**src/ddr2_mr_pkg.sv**
```systemverilog
// Package with register map, field layout, reset values and types for the control block.
package ddr2_mr_pkg;
  localparam int ADDR_W = 12;
  localparam logic [ADDR_W-1:0] OFS_PAD_URG = 12'h04C;
  localparam logic [ADDR_W-1:0] OFS_STATE = 12'h050;
  localparam logic [ADDR_W-1:0] OFS_MR_CTRL = 12'h054;
  localparam int POS_PAD_DIS = 12;
  localparam int POS_PAD_TIME = 8;
  localparam int POS_HYST = 0;
  localparam int POS_OPSTATE = 28;
  localparam int POS_HPR_FILL = 20;
  localparam int POS_LPR_FILL = 12;
  localparam int POS_WR_FILL = 4;
  localparam int POS_STALL = 0;
  localparam int POS_MR_BUSY = 31;
  localparam int POS_MR_SEL = 20;
  localparam int POS_MR_STROBE = 16;
  localparam int POS_MR_VALUE = 0;
  localparam logic RST_PAD_DIS = 1'b0;
  localparam logic [2:0] RST_PAD_TIME = 3'h7;
  localparam logic [7:0] RST_HYST = 8'h00;
  localparam logic [1:0] RST_MR_SEL = 2'h0;
  localparam logic [15:0] RST_MR_VALUE = 16'h0000;
  localparam logic [1:0] OPST_UNINIT = 2'h0;
  localparam logic [1:0] OPST_NORMAL = 2'h1;
  localparam logic [1:0] OPST_POWERDOWN = 2'h2;
  localparam logic [1:0] OPST_SELF_REFRESH = 2'h3;
  typedef enum logic [2:0] {
    MR_IDLE = 3'b001,
    MR_WRITE = 3'b010,
    MR_READ = 3'b100
  } mr_state_t;
  typedef struct packed {
    logic [3:0] high_prio_read_queue_fill;
    logic [3:0] low_prio_read_queue_fill;
    logic [3:0] write_queue_fill;
    logic controller_stalled;
  } queue_status_t;
  typedef struct packed {
    logic valid;
    logic [1:0] bank;
    logic [15:0] addr;
  } mr_cmd_t;
endpackage

```
**src/ddr2_ctrl_status_mode_reg_access.sv**
```systemverilog
// Control, status and mode-register access block of the DDR2 controller with an APB slave.
`timescale 1ns/10ps
`default_nettype none
////////////////////////////////////////////////////////////////////////////////
////////////////////////////////////////////////////////////////////////////////
module ddr2_ctrl_status_mode_reg_access #(
  parameter int FILL_W = 4,
  parameter int HYST_W = 8
) (
  input wire logic CLK_SYS,
  input wire logic RST_B,
  input wire logic SOFT_RST_B,
  input wire logic PSEL,
  input wire logic PENABLE,
  input wire logic PWRITE,
  input wire logic [ddr2_mr_pkg::ADDR_W-1:0] PADDR,
  input wire logic [31:0] PWDATA,
  output logic [31:0] PRDATA,
  output logic PREADY,
  output logic PSLVERR,
  input wire logic INIT_DONE,
  input wire logic DRAM_POWERDOWN,
  input wire logic DRAM_SELF_REFRESH,
  input wire ddr2_mr_pkg::queue_status_t QUEUE_STATUS,
  input wire logic READ_QUEUE_URGENT_REQUEST,
  input wire logic WRITE_QUEUE_URGENT_REQUEST,
  output logic READ_QUEUE_CRITICAL,
  output logic WRITE_QUEUE_CRITICAL,
  output logic PAD_POWERDOWN_ENABLE,
  output logic [2:0] PAD_POWERDOWN_TIME,
  input wire logic MR_READ_REQ,
  input wire logic MR_READ_DONE,
  input wire logic DRAM_CMD_IDLE,
  output ddr2_mr_pkg::mr_cmd_t MR_CMD,
  output logic MODE_REG_ACCESS_BUSY
);
  import ddr2_mr_pkg::*;

  logic pad_powerdown_disable;
  logic [2:0] pad_powerdown_time;
  logic [HYST_W-1:0] critical_entry_hysteresis;
  logic [1:0] mode_reg_select;
  logic [15:0] mode_reg_write_value;
  logic mode_reg_write_strobe;
  logic [1:0] controller_operating_state;
  queue_status_t qstat;
  mr_state_t mr_state;
  mr_state_t next_mr_state;
  logic [HYST_W-1:0] rd_urgent_cnt;
  logic [HYST_W-1:0] wr_urgent_cnt;
  logic wr_access;
  logic rd_access;
  logic addr_hit;
  logic accept_write;
  logic accept_read;
  logic cmd_issued;
  logic soft_clear;

  function automatic logic [HYST_W-1:0] sat_inc(input logic [HYST_W-1:0] v);
    sat_inc = (v == '1) ? v : v + 1'b1;
  endfunction

  ////////////////////////////////////////////////////////////////////////////
  // APB slave: zero wait states, error on unmapped addresses.

  assign addr_hit = (PADDR == OFS_PAD_URG) || (PADDR == OFS_STATE) || (PADDR == OFS_MR_CTRL);
  assign wr_access = PSEL && PENABLE && PWRITE;
  assign rd_access = PSEL && !PENABLE && !PWRITE;
  assign PREADY = 1'b1;
  assign PSLVERR = PSEL && PENABLE && !addr_hit;
  assign soft_clear = !RST_B || !SOFT_RST_B;

  // Pad fields are reset only by the power-on reset, so a soft reset keeps them.
  always_ff @(posedge CLK_SYS) begin
    if (!RST_B) begin
      pad_powerdown_disable <= RST_PAD_DIS;
      pad_powerdown_time <= RST_PAD_TIME;
    end else if (wr_access && PADDR == OFS_PAD_URG) begin
      pad_powerdown_disable <= PWDATA[POS_PAD_DIS];
      pad_powerdown_time <= PWDATA[POS_PAD_TIME +: 3];
    end
  end

  always_ff @(posedge CLK_SYS) begin
    if (soft_clear) begin
      critical_entry_hysteresis <= RST_HYST;
    end else if (wr_access && PADDR == OFS_PAD_URG) begin
      critical_entry_hysteresis <= PWDATA[POS_HYST +: HYST_W];
    end
  end

  // The strobe bit never stores a one; it lives for the single clock after the write.
  // A strobe written while busy is dropped here, so it cannot fire once busy falls.
  always_ff @(posedge CLK_SYS) begin
    if (soft_clear) begin
      mode_reg_select <= RST_MR_SEL;
      mode_reg_write_value <= RST_MR_VALUE;
      mode_reg_write_strobe <= 1'b0;
    end else begin
      mode_reg_write_strobe <= wr_access && PADDR == OFS_MR_CTRL && PWDATA[POS_MR_STROBE] &&
        !MODE_REG_ACCESS_BUSY;
      if (wr_access && PADDR == OFS_MR_CTRL && !MODE_REG_ACCESS_BUSY) begin
        mode_reg_select <= PWDATA[POS_MR_SEL +: 2];
        mode_reg_write_value <= PWDATA[POS_MR_VALUE +: 16];
      end
    end
  end

  always_ff @(posedge CLK_SYS) begin
    if (!RST_B) begin
      PRDATA <= 32'h00000000;
    end else if (rd_access) begin
      PRDATA <= 32'h00000000;
      case (PADDR)
        OFS_PAD_URG: begin
          PRDATA[POS_PAD_DIS] <= pad_powerdown_disable;
          PRDATA[POS_PAD_TIME +: 3] <= pad_powerdown_time;
          PRDATA[POS_HYST +: HYST_W] <= critical_entry_hysteresis;
        end
        OFS_STATE: begin
          PRDATA[POS_OPSTATE +: 2] <= controller_operating_state;
          PRDATA[POS_HPR_FILL +: FILL_W] <= qstat.high_prio_read_queue_fill;
          PRDATA[POS_LPR_FILL +: FILL_W] <= qstat.low_prio_read_queue_fill;
          PRDATA[POS_WR_FILL +: FILL_W] <= qstat.write_queue_fill;
          PRDATA[POS_STALL] <= qstat.controller_stalled;
        end
        OFS_MR_CTRL: begin
          PRDATA[POS_MR_BUSY] <= MODE_REG_ACCESS_BUSY;
          PRDATA[POS_MR_SEL +: 2] <= mode_reg_select;
          PRDATA[POS_MR_VALUE +: 16] <= mode_reg_write_value;
        end
        default: begin
          PRDATA <= 32'h00000000;
        end
      endcase
    end
  end

  ////////////////////////////////////////////////////////////////////////////
  // Status capture and pad control.

  always_ff @(posedge CLK_SYS) begin
    if (!RST_B) begin
      qstat <= '0;
    end else begin
      qstat <= QUEUE_STATUS;
    end
  end

  always_ff @(posedge CLK_SYS) begin
    if (soft_clear || !INIT_DONE) begin
      controller_operating_state <= OPST_UNINIT;
    end else if (DRAM_SELF_REFRESH) begin
      controller_operating_state <= OPST_SELF_REFRESH;
    end else if (DRAM_POWERDOWN) begin
      controller_operating_state <= OPST_POWERDOWN;
    end else begin
      controller_operating_state <= OPST_NORMAL;
    end
  end

  always_ff @(posedge CLK_SYS) begin
    if (!RST_B) begin
      PAD_POWERDOWN_ENABLE <= 1'b0;
      PAD_POWERDOWN_TIME <= RST_PAD_TIME;
    end else begin
      PAD_POWERDOWN_ENABLE <= !pad_powerdown_disable;
      PAD_POWERDOWN_TIME <= pad_powerdown_time;
    end
  end

  ////////////////////////////////////////////////////////////////////////////
  // Urgency hysteresis: counters saturate so a long request cannot wrap back.

  always_ff @(posedge CLK_SYS) begin
    if (soft_clear) begin
      rd_urgent_cnt <= '0;
      READ_QUEUE_CRITICAL <= 1'b0;
    end else begin
      rd_urgent_cnt <= READ_QUEUE_URGENT_REQUEST ? sat_inc(rd_urgent_cnt) : '0;
      READ_QUEUE_CRITICAL <= READ_QUEUE_URGENT_REQUEST &&
        (sat_inc(rd_urgent_cnt) >= critical_entry_hysteresis);
    end
  end

  always_ff @(posedge CLK_SYS) begin
    if (soft_clear) begin
      wr_urgent_cnt <= '0;
      WRITE_QUEUE_CRITICAL <= 1'b0;
    end else begin
      wr_urgent_cnt <= WRITE_QUEUE_URGENT_REQUEST ? sat_inc(wr_urgent_cnt) : '0;
      WRITE_QUEUE_CRITICAL <= WRITE_QUEUE_URGENT_REQUEST &&
        (sat_inc(wr_urgent_cnt) >= critical_entry_hysteresis);
    end
  end

  ////////////////////////////////////////////////////////////////////////////
  // Mode-register access sequencer. A write wins over a read in the same cycle.

  assign accept_write = mode_reg_write_strobe && (mr_state == MR_IDLE);
  assign accept_read = MR_READ_REQ && !mode_reg_write_strobe && (mr_state == MR_IDLE) &&
    !(wr_access && PADDR == OFS_MR_CTRL && PWDATA[POS_MR_STROBE]);
  assign cmd_issued = MR_CMD.valid && DRAM_CMD_IDLE;
  assign MODE_REG_ACCESS_BUSY = (mr_state != MR_IDLE);

  always_comb begin
    next_mr_state = mr_state;
    case (mr_state)
      MR_IDLE: begin
        if (accept_write) begin
          next_mr_state = MR_WRITE;
        end else if (accept_read) begin
          next_mr_state = MR_READ;
        end
      end
      MR_WRITE: begin
        if (cmd_issued) begin
          next_mr_state = MR_IDLE;
        end
      end
      MR_READ: begin
        if (MR_READ_DONE) begin
          next_mr_state = MR_IDLE;
        end
      end
      default: begin
        next_mr_state = MR_IDLE;
      end
    endcase
  end

  always_ff @(posedge CLK_SYS) begin
    if (soft_clear) begin
      mr_state <= MR_IDLE;
    end else begin
      mr_state <= next_mr_state;
    end
  end

  // The command is held until the scheduler reports an idle slot for it.
  always_ff @(posedge CLK_SYS) begin
    if (soft_clear) begin
      MR_CMD <= '0;
    end else if (accept_write) begin
      MR_CMD.valid <= 1'b1;
      MR_CMD.bank <= mode_reg_select;
      MR_CMD.addr <= mode_reg_write_value;
    end else if (cmd_issued) begin
      MR_CMD.valid <= 1'b0;
    end
  end

  ////////////////////////////////////////////////////////////////////////////
  // Assertions.

  property p_busy_rise;
    @(posedge CLK_SYS) disable iff (!RST_B || !SOFT_RST_B)
      (accept_write || accept_read) |=> MODE_REG_ACCESS_BUSY;
  endproperty
  a_busy_rise: assert property (p_busy_rise) else $error("busy did not rise after accept");

  property p_ignore_busy;
    @(posedge CLK_SYS) disable iff (!RST_B || !SOFT_RST_B)
      (MODE_REG_ACCESS_BUSY && wr_access && PADDR == OFS_MR_CTRL) |=>
        !mode_reg_write_strobe && $stable(mode_reg_select) && $stable(mode_reg_write_value);
  endproperty
  a_ignore_busy: assert property (p_ignore_busy) else $error("write taken while busy");

  property p_write_done;
    @(posedge CLK_SYS) disable iff (!RST_B || !SOFT_RST_B)
      (mr_state == MR_WRITE && cmd_issued) |=> !MODE_REG_ACCESS_BUSY && !MR_CMD.valid;
  endproperty
  a_write_done: assert property (p_write_done) else $error("busy held after command");

  property p_write_hold;
    @(posedge CLK_SYS) disable iff (!RST_B || !SOFT_RST_B)
      (mr_state == MR_WRITE && !cmd_issued) |=> MODE_REG_ACCESS_BUSY && MR_CMD.valid;
  endproperty
  a_write_hold: assert property (p_write_hold) else $error("write dropped before issue");

  property p_read_done;
    @(posedge CLK_SYS) disable iff (!RST_B || !SOFT_RST_B)
      (mr_state == MR_READ) |=> (MODE_REG_ACCESS_BUSY == !$past(MR_READ_DONE));
  endproperty
  a_read_done: assert property (p_read_done) else $error("read busy wrong");

  property p_cmd_payload;
    @(posedge CLK_SYS) disable iff (!RST_B || !SOFT_RST_B)
      accept_write |=> MR_CMD.valid && MR_CMD.bank == $past(mode_reg_select) &&
        MR_CMD.addr == $past(mode_reg_write_value);
  endproperty
  a_cmd_payload: assert property (p_cmd_payload) else $error("command payload wrong");

  property p_uninit;
    @(posedge CLK_SYS) disable iff (!RST_B)
      (!SOFT_RST_B || !INIT_DONE) |=> controller_operating_state == OPST_UNINIT;
  endproperty
  a_uninit: assert property (p_uninit) else $error("state not uninitialized");

  property p_normal;
    @(posedge CLK_SYS) disable iff (!RST_B)
      (SOFT_RST_B && INIT_DONE && !DRAM_SELF_REFRESH && !DRAM_POWERDOWN) |=>
        controller_operating_state == OPST_NORMAL;
  endproperty
  a_normal: assert property (p_normal) else $error("state not normal");

  property p_critical_wait;
    @(posedge CLK_SYS) disable iff (!RST_B || !SOFT_RST_B)
      (!READ_QUEUE_URGENT_REQUEST ##1 READ_QUEUE_URGENT_REQUEST && critical_entry_hysteresis == 8'h03
        && $stable(critical_entry_hysteresis)) |=> !READ_QUEUE_CRITICAL;
  endproperty
  a_critical_wait: assert property (p_critical_wait) else $error("critical too early");

  property p_pad_enable;
    @(posedge CLK_SYS) disable iff (!RST_B)
      ##1 1'b1 |-> PAD_POWERDOWN_ENABLE == !$past(pad_powerdown_disable);
  endproperty
  a_pad_enable: assert property (p_pad_enable) else $error("pad enable polarity wrong");

  property p_pad_keep;
    @(posedge CLK_SYS) disable iff (!RST_B)
      (!SOFT_RST_B && !(wr_access && PADDR == OFS_PAD_URG)) |=> $stable(pad_powerdown_time);
  endproperty
  a_pad_keep: assert property (p_pad_keep) else $error("pad time lost in soft reset");

  c_mr_write: cover property (@(posedge CLK_SYS) disable iff (!RST_B)
    accept_write ##[1:20] cmd_issued);
  c_mr_read: cover property (@(posedge CLK_SYS) disable iff (!RST_B)
    accept_read ##[1:20] MR_READ_DONE);
  c_critical: cover property (@(posedge CLK_SYS) disable iff (!RST_B)
    $rose(WRITE_QUEUE_CRITICAL));
  c_selfref: cover property (@(posedge CLK_SYS) disable iff (!RST_B)
    controller_operating_state == OPST_SELF_REFRESH);
endmodule
`default_nettype wire

```
**config.mk**
```make
export PLATFORM = sky130hd
export DESIGN_NAME = ddr2_ctrl_status_mode_reg_access
export DESIGN_NICKNAME = d
export VERILOG_FILES = /design/src/ddr2_mr_pkg.sv /design/src/ddr2_ctrl_status_mode_reg_access.sv
export SDC_FILE = /design/constraint.sdc
export NUM_CORES = 1
export LEC_CHECK = 0
export BUFFER_PORTS_ARGS = -buffer_cell sky130_fd_sc_hd__clkbuf_2
export CORE_ASPECT_RATIO = 0.75
export CORE_UTILIZATION = 45
export CTS_CLUSTER_DIAMETER = 50
export DETAILED_ROUTE_END_ITERATION = 6
export PLACE_DENSITY = 0.66
export REMOVE_ABC_BUFFERS = 1
export SLEW_MARGIN = 15
export SYNTH_ARGS = -nofsm -noshare
export SYNTH_HDL_FRONTEND = slang
export SYNTH_SLANG_ARGS = --single-unit
```
**constraint.sdc**
```tcl
create_clock -name CLK_SYS -period 3.3 [get_ports CLK_SYS]
set_input_delay 0.165 -clock CLK_SYS [delete_from_list [all_inputs] [get_ports CLK_SYS]]
set_output_delay 0.165 -clock CLK_SYS [all_outputs]
set_load 0.03 [all_outputs]
```
After elaboration in Yosys (flattened, before gate mapping)
Cells that the tools add are included.
{ "word_totals": {"romBits": 0, "mem_bits_rw": 0, "wordCells": 97, "memories": 0, "input_bits": 71, "register_bits": 113, "latch_bits": 0, "out_inout_bits": 60} }
{ "op_classes": {"div_mod_pow": 0, "n_eq_ne": 12, "order_cmp": 2, "addsub": 2, "mux": 22, "multipliers": 0, "bitwise": 2, "n_reduce_logical": 35, "shift": 0} }
{ "ops": {"columns": ["cell", "n"], "rows": [
  ["$eq A12 B7 Y1 const B", 3],
  ["$pmux W3 S2", 3],
  ["$logic_and A1 B1 Y1", 17],
  ["$add A8 B1 Y8 const B", 2],
  ["$eq A8 B8 Y1 const B", 2],
  ["$ge A8 B8 Y1", 2],
  ["$mux W8", 2],
  ["$mux W3", 4],
  ["$pmux W4 S3", 1],
  ["$logic_not A1 Y1", 10],
  ["$pmux W3 S3", 1],
  ["$mux W2", 4],
  ["$pmux W1 S3", 2],
  ["$logic_or A1 B1 Y1", 4],
  ["$mux W1", 4],
  ["$ne A2 B2 Y1 const B", 2],
  ["$pmux W2 S2", 1],
  ["$reduce_or A2 Y1", 2],
  ["$eq A3 B1 Y1 const B", 1],
  ["$eq A3 B2 Y1 const B", 1],
  ["$eq A3 B3 Y1 const B", 1],
  ["$ne A3 B1 Y1 const B", 1],
  ["$ne A3 B3 Y1 const B", 1],
  ["$reduce_and A3 Y1", 1],
  ["other kinds (2)", 3]
]} }

Longest topological paths before layout
Gate-level depths: netlist (run 1).
{ "depth": {"ltp_word": 9, "ltp_mapped": 10} }

Worst setup path before layout (run 1)
No wires, ideal clock.
{ "synth_timing": {"path_kind": "register -> register", "from": "register rd_urgent_cnt[0]", "to": "register READ_QUEUE_CRITICAL", "setup_ps": 129, "synth_period_minus_slack_ps": 2230, "t_arrival_ps": 2100, "path_stages_with_launch": 11, "slack_ps": 1070, "path_cell_list": "dfxtp_1 -> ha_1 -> and2_0 -> clkbuf_1 -> a31o_1 -> or3_1 -> nand2_1 -> ha_1 -> a21o_1 -> a211oi_1 -> a211oi_1"} }
{ "synth_between": {"elab_chain_len": 4} }
{ "synth_lines": {"columns": ["element", "line", "rtl"], "rows": [
  ["start: declaration", "ddr2_ctrl_status_mode_reg_access.sv:49", "logic [HYST_W-1:0] rd_urgent_cnt;"],
  ["start signal: assignment", "ddr2_ctrl_status_mode_reg_access.sv:180", "rd_urgent_cnt <= READ_QUEUE_URGENT_REQUEST ? sat_inc(rd_urgent_cnt) : '0;"],
  ["$add A8 B1 Y8 / $eq A8 B8 Y1 (equally long branches)", "ddr2_ctrl_status_mode_reg_access.sv:60", "sat_inc = (v == '1) ? v : v + 1'b1;"],
  ["$mux W8 (*)", "ddr2_ctrl_status_mode_reg_access.sv:60", null],
  ["$ge A8 B8 Y1 (*)", "ddr2_ctrl_status_mode_reg_access.sv:182", "(sat_inc(rd_urgent_cnt) >= critical_entry_hysteresis);"],
  ["$logic_and A1 B1 Y1 (*)", "ddr2_ctrl_status_mode_reg_access.sv:181", "READ_QUEUE_CRITICAL <= READ_QUEUE_URGENT_REQUEST &&"],
  ["end signal: assignment", "ddr2_ctrl_status_mode_reg_access.sv:181", null],
  ["end: declaration", "ddr2_ctrl_status_mode_reg_access.sv:27", "output logic READ_QUEUE_CRITICAL,"]
]} }
Every way passes the cells marked *; elsewhere a longest branch is shown, timed or not.
A chain may end at the register's enable or synchronous reset.

Worst setup path after layout (run 1)
Same ends and word-level chain as after synthesis.

==> results of run 1 <==
-- timing repair --
item	CTS	global route
endpoints found under the setup margin	0	0
hold buffers	24	0
hold endpoints to repair	22	0
-- sequential cells by signal, summed over array words and instances (netlist names), 8 cells and up --
register                   cells
PRDATA                        23
MR_CMD                        19
mode_reg_write_value          16
qstat                         13
critical_entry_hysteresis      8
rd_urgent_cnt                  8
wr_urgent_cnt                  8
-- cells in the final DEF (no fill, tap or decap), types with 4 or more instances in the layout --
cell           count
dfxtp_1          113
clkbuf_2         107
a21oi_1           71
nand2_1           63
nand3_1           38
dlygate4sd3_1     24
nor2_1            21
o21ai_1           20
ha_1              18
clkbuf_16         17
and2_1            16
mux2i_1           13
o21ai_0           13
inv_1             11
and3_1            11
conb_1            10
buf_4             10
nand2b_1           9
nand4_1            9
nor2b_1            8
a31oi_1            8
nand3b_1           6
a21boi_1           6
nor4bb_1           6
and4b_1            6
o2111ai_1          6
o311a_1            6
bufinv_16          5
mux2_1             4
nand4b_1           4
a211oi_1           4
-- where the power goes --
part / leakage [uW] / internal (uW) / switching, uW / total (uW)
clock network: 0.000306 / 1340 / 657 / 1990
logic: 0.00142 / 82.2 / 137 / 219
registers: 0.000917 / 1390 / 8.22 / 1390
-- routing by layer --
layer  share of wire, %  GRT usage (%)
met4                1.9          8.740
met2                 45          41.71
met3                7.6          7.309
met1                 45          32.68
met5                  0              0
-- final timing paths --
check	from	end	slack, ps	cells past startpoint
max	rd_urgent_cnt[0]	READ_QUEUE_CRITICAL	910	9
min	PWDATA[8]	pad_powerdown_time[0]	10	3
max reg2reg	rd_urgent_cnt[0]	READ_QUEUE_CRITICAL	910	9
min reg2reg	PRDATA[28]	PRDATA[28]	450	2
-- worst reg2reg max path, delay by kind of cell (launching register included) --
kind | cells | cell delay, ps
fa+ha+maj | 2 | 460
mux | 1 | 370
compound gates | 4 | 530
flops | 1 | 360
simple gates | 2 | 540
-- through the flow --
stage | power (uW) | worst slack [ps]
4_1_cts | 3618 | 940.5
6_report | 3605 | 909.9
3_5_place_dp | 1616 | 948.3
5_1_grt | 3712 | 796.6
3_3_place_gp | 1612 | 1028
2_1_floorplan | 1517 | 1118
-- final cells by class --
type	instances	area, um^2	share of cell area (%)
sequential	113	2262	34.22
clock buffer	18	429.2	6.493
multi-input combinational	419	2638	39.90
clock inverter	14	214.0	3.237
tap	140	175.2	2.650
inverter	11	41.29	0.6246
timing repair buffer	141	850.8	12.87
-- cells by family (layout without fill, tap and decap cells) --
| logic type | count (synthesis) | count (layout) | synth area share (%) |
|---|---|---|---|
| mux | 18 | 18 | 3.629 |
| fa+ha+maj | 18 | 18 | 4.384 |
| flops | 113 | 113 | 44.03 |
| xor+xnor | 5 | 5 | 0.8526 |
| compound gates | 146 | 146 | 16.83 |
| simple gates | 222 | 222 | 24.82 |
| buf+inv | 59 | 184 | 5.309 |
| other cells | 2 | 10 | 0.1462 |
==> flow_metrics.tcl, run 1 <==
set metrics [dict create \
    io_pins 131 \
    num_vias 4858 \
    grt_usage_pct 25.58 \
    wl_per_cell_um 17.16 \
    synth.distinct_cells 57 \
    worst-setup-path-type "reg -> reg" \
    fin_util_pct 59.96 \
    clk_latency_ps 420 \
    grt_max_degree 50 \
    synth_top_area_cell "dfxtp_1" \
    period_share_pct 72.43 \
    clkSinkCount 113 \
    cp_top_family "simple AND/OR/NAND/NOR gates" \
    vias_per_cell 5.675 \
    synth-seq-cells 113 \
    antenna_found_initial 0 \
    fillCellCount 933 \
    fin_skew_ps 5.539 \
    cts_resized 0 \
    drt_pass1_iterations 7 \
    place_inst 800 \
    violations "design-rule violations" \
    cp_num_buf_inv 0 \
    p_per_area_nw_per_um2 545.4 \
    worstHoldPathType "in -> reg" \
    max_freq_ghz 0.4184 \
    hpwl_mm 9.947 \
    cp_data_arrival_time_ps 2680 \
    grt_pass1_vias 4577 \
    p_leak_uw 0.002645 \
    synth.cell_area_um2 5137 \
    synth_top_area_share_pct 44.03 \
    antenna_cells 0 \
    rows 33 \
    critPathMaxFanout 7 \
    die_area_um2 11850 \
    cp_slowest_cell "mux2_1" \
    numCtsBuffers 17 \
    finalCriticalPeriod_ps 2390 \
    async_flop_share_pct 0 \
    whs_ps 9.769 \
    finalMaxSlewViolations 0 \
    final_nets 792 \
    ir_drop_v 0.0003522 \
    ant_nets 0 \
    path_common_cell "ha_1" \
    dpl_cell_area_um2 5727 \
    cp_cell_sequence "ha_1, and2_0, and3_1, mux2_1, ha_1, o21ai_0, a21oi_1, o31ai_1, a211oi_1" \
    yosysMostFrequentCell "dfxtp_1" \
    cts_max_level 4 \
    gp_congestion 0.8395 \
    tightest_slew_ps 962.0 \
    die_w_um 125.4 \
    cts_root_buf "clkbuf_16" \
    synthFlopType "dfxtp_1" \
    synthTopCellsByArea "dfxtp_1 44%, a21oi_1 6.9%, nand2_1 4.6%, ha_1 4.4%, nand3_1 3.7%" \
    grt_pass1_wl_mm 23.27 \
    syn2layout_area_growth_pct 28.67 \
    ys_top_cells_by_count "113 x dfxtp_1, 71 x a21oi_1, 63 x nand2_1" \
    synth_warnings 0 \
    slowest_delay_ps 370 \
    max-clock-path-buffers 2 \
    avgSynthCellArea_um2 8.812 \
    cts_tree "built" \
    layoutNonFillerInstCount 856 \
    drtIter0Drc 416 \
    cp.required_ps 3590 \
    finalHoldViolCount 0 \
    design_area_um2 6610 \
    endpoint_kind "flip-flop" \
    clkTransAtPathRegs_ps 60 \
    grt-ovfl-total 0 \
    synth_edf_count 0 \
    core_area_um2 11020 \
    finalSetupTns_ps 0 \
    fp.dieH_um 94.54 \
    status "finished with violations" \
    grt_setup_unrepaired "false" \
    post_cts_buffers 0 \
    max-cap-violations 0 \
    route.detailed.drc 8 \
    start_kind "flip-flop" \
    start_util_pct 46.60 \
    syn_inst 583 \
    port_buffers 107 \
    setup_viol 0 \
    seq_area_frac_synth_pct 44.03 \
    slew_headroom_pct 35.87 \
    finalWirelength_mm 14.69 \
    drive_gt1_share_pct 22.35 \
]
No activity file was read; power rests on OpenSTA's default activity.
==> inputs of run 2 (changes only) <==
--- a/config.mk
+++ b/config.mk
@@ -10,7 +10,7 @@
 export CORE_UTILIZATION = 45
 export CTS_CLUSTER_DIAMETER = 50
 export DETAILED_ROUTE_END_ITERATION = 6
-export PLACE_DENSITY = 0.66
+export PLACE_DENSITY = 0.69
 export REMOVE_ABC_BUFFERS = 1
 export SLEW_MARGIN = 15
 export SYNTH_ARGS = -nofsm -noshare
==> constraint.sdc (replaced) <==
create_clock -name CLK_SYS -period 2 [get_ports CLK_SYS]
set_input_delay 0.1 -clock CLK_SYS [delete_from_list [all_inputs] [get_ports CLK_SYS]]
set_output_delay 0.1 -clock CLK_SYS [all_outputs]
set_load 0.03 [all_outputs]
==> run 2 against run 1 <==
The run ends with design-rule violations, negative setup slack left. Clock power up 45%. Global-route usage up 0.44 points. Worst setup slack worse by 1000 ps. First-iteration DRC count down 2.2%. Sequential power up 65%. Hold slack better by 51 ps. Register-to-register slack worse by 1000 ps. Highest routed layer unchanged. Flip-flop and latch count unchanged. Routed wire length up 3.2%. Cell area up 7.9%. Combinational power up 86%. Maximum frequency up 14%.
==> flow_metrics.tcl, run 2 (synthesis gave the netlist of run 1 again) <==
set metrics [dict create \
    io_pins 131 \
    layout_common_cells "109 x dfxtp_1, 107 x clkbuf_2, 71 x a21oi_1" \
    fp.dieH_um 94.54 \
    cts_root_buf "clkbuf_16" \
    hpwl_mm 10.44 \
    grt_pass1_vias 4823 \
    gp_congestion 0.8562 \
    grt-ovfl-total 0 \
    finalMaxSlewViolations 0 \
    worst-setup-path-type "reg -> reg" \
    multiInputGateArea_um2 2799 \
    violations "design-rule violations, negative setup slack" \
    finalWorstSetupSlack_ps -99.37 \
    dp_slack_ps -247.5 \
    cts_max_level 4 \
    slew_headroom_pct 53.11 \
    r2r-start "rd_urgent_cnt[0]" \
    drtIter0Drc 407 \
    max-clock-path-buffers 2 \
    grt_max_degree 46 \
    reg_top3 "PRDATA x23, MR_CMD x19, mode_reg_write_value x16" \
    cp_num_buf_inv 0 \
    ir_drop_v 0.0005926 \
    rrSetupSlack_ps -100 \
    setup_viol 2 \
    critPathMaxFanout 3 \
    finalCriticalPeriod_ps 2099 \
    finalWirelength_mm 15.15 \
    hold_depth 3 \
    largest_reg_flops 23 \
    min_from "PWDATA[16]" \
    clkTransAtPathRegs_ps 50 \
    num_vias 5018 \
    wl_met3_mm 1.290 \
    fin_util_pct 64.67 \
    wl_met1_mm 6.801 \
    grt_setup_unrepaired "true" \
    tightest_slew_ps 701.7 \
    start_util_pct 46.60 \
    endpoint_kind "flip-flop" \
    vias_per_cell 5.563 \
    worstHoldPathType "in -> reg" \
    finalHoldViolCount 0 \
    fin_skew_ps 7.693 \
    slowest_delay_ps 360 \
    antenna_cells 0 \
    start_kind "flip-flop" \
    port_buffers 107 \
    reg2regPathDepth 9 \
    route.detailed.drc 18 \
    hold_end "mode_reg_write_strobe" \
    clkSinkCount 113 \
    core_area_um2 11020 \
    ant_nets 0 \
    cp_cell_sequence "ha_4, and2_4, a31o_1, or3_4, nand2_4, ha_4, a21o_1, a211oi_2, a211oi_1" \
    dr.max_layer_used "met4" \
    path_common_cell "ha_4" \
    antenna_found_initial 0 \
    r2r-end "READ_QUEUE_CRITICAL" \
    drive_gt1_share_pct 28.48 \
    mostFrequentLayoutCell "dfxtp_1" \
    p_per_area_nw_per_um2 784.7 \
    p_leak_uw 0.002876 \
    cp_data_arrival_time_ps 2390 \
    cp.required_ps 2290 \
    period_share_pct 105.0 \
    status "finished with violations" \
    syn2layout_area_growth_pct 38.77 \
    max_freq_ghz 0.4763 \
    numCtsBuffers 17 \
    cts_tree "built" \
    grt_pass1_wl_mm 23.85 \
    wl_per_cell_um 16.80 \
    cp_slowest_cell "or3_4" \
    cp_top_family "compound AO/OA/AOI/OAI gates" \
    routed-wl-met2_mm 6.819 \
    final_nets 839 \
    ff_latch_area_um2 2267 \
    max-cap-violations 0 \
    die_area_um2 11850 \
    rows 33 \
    drt_pass1_iterations 7 \
    clk_latency_ps 410 \
    die_w_um 125.4 \
    fillCellCount 891 \
    grt_usage_pct 26.02 \
    regMostFlops "PRDATA" \
]
[run 2: cell types whose count changed in the layout (fill, tap and decap cells not counted), sizes merged]
cell	delta
dlygate4sd3	+15
clkbuf	+5
clkinvlp	+1
bufinv	-4
clkinv	-3
buf	+32
[run 2: final cells by class]
| class | instances | area share, % |
|---|---|---|
| Clock buffer | 23 | 6.985 |
| Clock inverter | 8 | 1.106 |
| Inverter | 11 | 0.5792 |
| Multi-Input combinational cell | 419 | 39.26 |
| Sequential cell | 113 | 31.80 |
| Tap cell | 140 | 2.457 |
| Timing Repair Buffer | 188 | 17.81 |
[run 2: timing repair]
item,4_1_cts,5_1_grt
pin swaps,13,13
resized for setup,24,12
endpoints found under the hold margin,53,0
buffers inserted,2,0
endpoints found under the setup margin,2,2
hold buffers,39,0
gates cloned,0,0
[run 2: power by group]
group | total, uW | internal [uW] | switching [uW]
sequential | 2300 | 2290 | 15.0
combinational | 407 | 171 | 236
clock | 2890 | 1860 | 1030
[run 2: worst max-delay path by stage]
| stage | to | cells past startpoint | startpoint |
|---|---|---|---|
| after floorplan | READ_QUEUE_CRITICAL | 9 | rd_urgent_cnt[0] |
| after global placement | READ_QUEUE_CRITICAL | 9 | rd_urgent_cnt[0] |
| after detailed placement | READ_QUEUE_CRITICAL | 9 | rd_urgent_cnt[0] |
| after CTS | READ_QUEUE_CRITICAL | 9 | rd_urgent_cnt[0] |
| after global routing | READ_QUEUE_CRITICAL | 9 | rd_urgent_cnt[0] |
| final | READ_QUEUE_CRITICAL | 9 | rd_urgent_cnt[0] |
[run 2: per-layer routing]
layer / vias to the layer above / GRT usage (%)
met3: 27 / 6.629
met5: - / 0
met2: 235 / 41.53
li1: 2418 / -
met4: 0 / 9.553
met1: 2338 / 34.20
[run 2: worst register-to-register path, cell delays in order (launching register included)]
cell and delay [ps]:
dfxtp_2 330, ha_4 160, and2_4 160, a31o_1 240
or3_4 360, nand2_4 70, ha_4 190, a21o_1 160
a211oi_2 210, a211oi_1 90
[run 2: per-stage QoR]
step / power, uW / setup TNS [ps] / hold slack (ps) / std cells / instance area, um^2
6_report: 5595 / -101.6 / 60.83 / 902 / 7129
5_1_grt: 5772 / -234.4 / 75.06 / 902 / 7129
4_1_cts: 5612 / -159.2 / 48.10 / 902 / 7057
3_5_place_dp: 2680 / -380.3 / 305.8 / 830 / 5977
3_3_place_gp: 2673 / -159.1 / 293.6 / 830 / 5977
2_1_floorplan: 2503 / -349.4 / 161.9 / 543 / 4936
==> inputs of run 3 (changes only) <==
==> constraint.sdc (replaced) <==
create_clock -name CLK_SYS -period 2 [get_ports CLK_SYS]
set_input_delay 0.4 -clock CLK_SYS [delete_from_list [all_inputs] [get_ports CLK_SYS]]
set_output_delay 0.4 -clock CLK_SYS [all_outputs]
set_load 0.03 [all_outputs]
==> run 3 against run 2 <==
Cell count fell by 2.4%. Non-clock buffer count decreased by 23. Clock skew rose by 3.8 ps. The flow still finishes with violations (design-rule violations, negative setup slack). Sequential power about the same. Die area did not move. Maximum frequency decreased by 2.0%. Core utilization decreased by 1.9 points. First-iteration DRC count rose by 24%. Global-route usage rose by 0.33 points.
==> flow_metrics.tcl, run 3 (synthesis gave the netlist of run 1 again) <==
set metrics [dict create \
    status "finished with violations" \
    violations "design-rule violations, negative setup slack" \
    largest_reg_flops 23 \
    switching_share_pct 24.39 \
    cp_num_buf_inv 0 \
    cts_tree "built" \
    grt_setup_unrepaired "true" \
    grt_usage_pct 26.35 \
    critPathMaxFanout 3 \
    p_leak_uw 0.002792 \
    core_area_um2 11020 \
    finalHoldViolCount 0 \
    start_util_pct 46.60 \
    drive_gt1_share_pct 32.43 \
    regMostFlops "PRDATA" \
    setup_viol 2 \
    ir_drop_v 0.0005859 \
    io_pins 131 \
    clkSinkCount 113 \
    max_freq_ghz 0.4666 \
    p_per_area_nw_per_um2 801.4 \
    clkTransAtPathRegs_ps 60 \
    ant_nets 0 \
    max-cap-violations 0 \
    grt-ovfl-total 0 \
    hold_buffers 0 \
    finalCriticalPeriod_ps 2143 \
    start_kind "flip-flop" \
    final_nets 816 \
    worstHoldPathType "in -> reg" \
    layout_common_cells "107 x dfxtp_1, 107 x clkbuf_2, 71 x a21oi_1" \
    wl_per_cell_um 17.82 \
    slew_headroom_pct 52.89 \
    gp_congestion 0.8780 \
    finalWirelength_mm 15.68 \
    cp_top_family "compound AO/OA/AOI/OAI gates" \
    die_w_um 125.4 \
    reg_top3 "PRDATA x23, MR_CMD x19, mode_reg_write_value x16" \
    pwr-share-clk_pct 52.0 \
    cts_max_level 4 \
    tightest_slew_ps 705.0 \
    vias_per_cell 5.681 \
    p_sw_uw 1352 \
    finalWorstSetupSlack_ps -143.0 \
    rows 33 \
    pwr-share-comb_pct 6.5 \
    cp_cell_sequence "ha_4, and2_4, a31o_1, or3_4, nand2_4, ha_4, a21o_1, a211oi_2, a211oi_2" \
    syn2layout_area_growth_pct 34.63 \
    fin_skew_ps 11.47 \
    whs_ps 186.5 \
    cp_slowest_cell "or3_4" \
    min_from "QUEUE_STATUS[9]" \
    antenna_found_initial 0 \
    finalSetupTns_ps -160.1 \
    period_share_pct 107.1 \
    cp_data_arrival_time_ps 2440 \
    antenna_cells 0 \
    power_frac_seq_pct 41.5 \
    worst-setup-path-type "reg -> reg" \
    finalMaxSlewViolations 0 \
    p_int_uw 4191 \
    hpwl_mm 10.52 \
    grt_pass1_vias 4761 \
    die_area_um2 11850 \
    r2r-start "rd_urgent_cnt[0]" \
    rrSetupSlack_ps -140 \
    route.detailed.drc 9 \
    numCtsBuffers 17 \
    cts_root_buf "clkbuf_16" \
    cp.required_ps 2290 \
    clk_latency_ps 420 \
    fp.dieH_um 94.54 \
    slowest_delay_ps 350 \
    drt_pass1_iterations 7 \
    startpoint "rd_urgent_cnt[0]" \
    grt_pass1_wl_mm 24.08 \
    endpoint_kind "flip-flop" \
    fin_util_pct 62.74 \
    num_vias 4999 \
    grt_max_degree 36 \
    ff_latch_area_um2 2272 \
    port_buffers 107 \
    max-clock-path-buffers 2 \
    drtIter0Drc 506 \
    p_total_uw 5543 \
    multiInputGateArea_um2 2872 \
    fillCellCount 914 \
]
[run 3: cell types whose count changed in the layout (fill, tap and decap cells not counted), sizes merged]
| cell | before | now |
|---|---|---|
| dlygate4sd3 | 39 | 0 |
| buf | 42 | 58 |
| clkbuf | 130 | 127 |
| inv | 11 | 13 |
| clkinv | 3 | 4 |
| clkinvlp | 4 | 5 |
[run 3: final timing paths]
kind	end	cells past startpoint
worst min-delay path	qstat[9]	2
worst max register to register	READ_QUEUE_CRITICAL	9
worst max-delay path	READ_QUEUE_CRITICAL	9
worst min register to register	PRDATA[22]	2
[run 3: cell type report]
cell class / instances / area share, %
Sequential cell: 113 / 32.85
Clock inverter: 12 / 1.574
Tap cell: 140 / 2.533
Timing Repair Buffer: 165 / 14.33
Multi-Input combinational cell: 419 / 41.52
Clock buffer: 20 / 6.603
Inverter: 11 / 0.5970
[run 3: layer usage]
metal	global-route usage, %	share of wire [%]
met5	0	0
met4	10.26	2.6
met3	6.402	6.9
met2	41.99	45
met1	34.68	46
[run 3: power by group through the flow]
| stage | sequential, uW | combinational, uW | clock (uW) |
|---|---|---|---|
| finish | 2300 | 361 | 2880 |
| global route | 2300 | 389 | 3020 |
| CTS | 2300 | 351 | 2890 |
| detailed placement | 2350 | 344 | 0 |
| global placement | 2350 | 338 | 0 |
| floorplan | 2370 | 134 | 0 |
[run 3: repair_timing]
action                                  in CTS  in global routing
buffers inserted                             2                  3
pin swaps                                   11                 14
endpoints found under the setup margin       3                  4
gates resized for setup                     21                 29
[run 3: per-stage QoR]
step / setup WS [ps] / area [um^2] / instances
2_1_floorplan: -320.9 / 4936 / 543
3_3_place_gp: -177.5 / 6062 / 843
3_5_place_dp: -202.8 / 6062 / 843
4_1_cts: -125.9 / 6720 / 877
5_1_grt: -217.9 / 6917 / 880
6_report: -143.0 / 6917 / 880
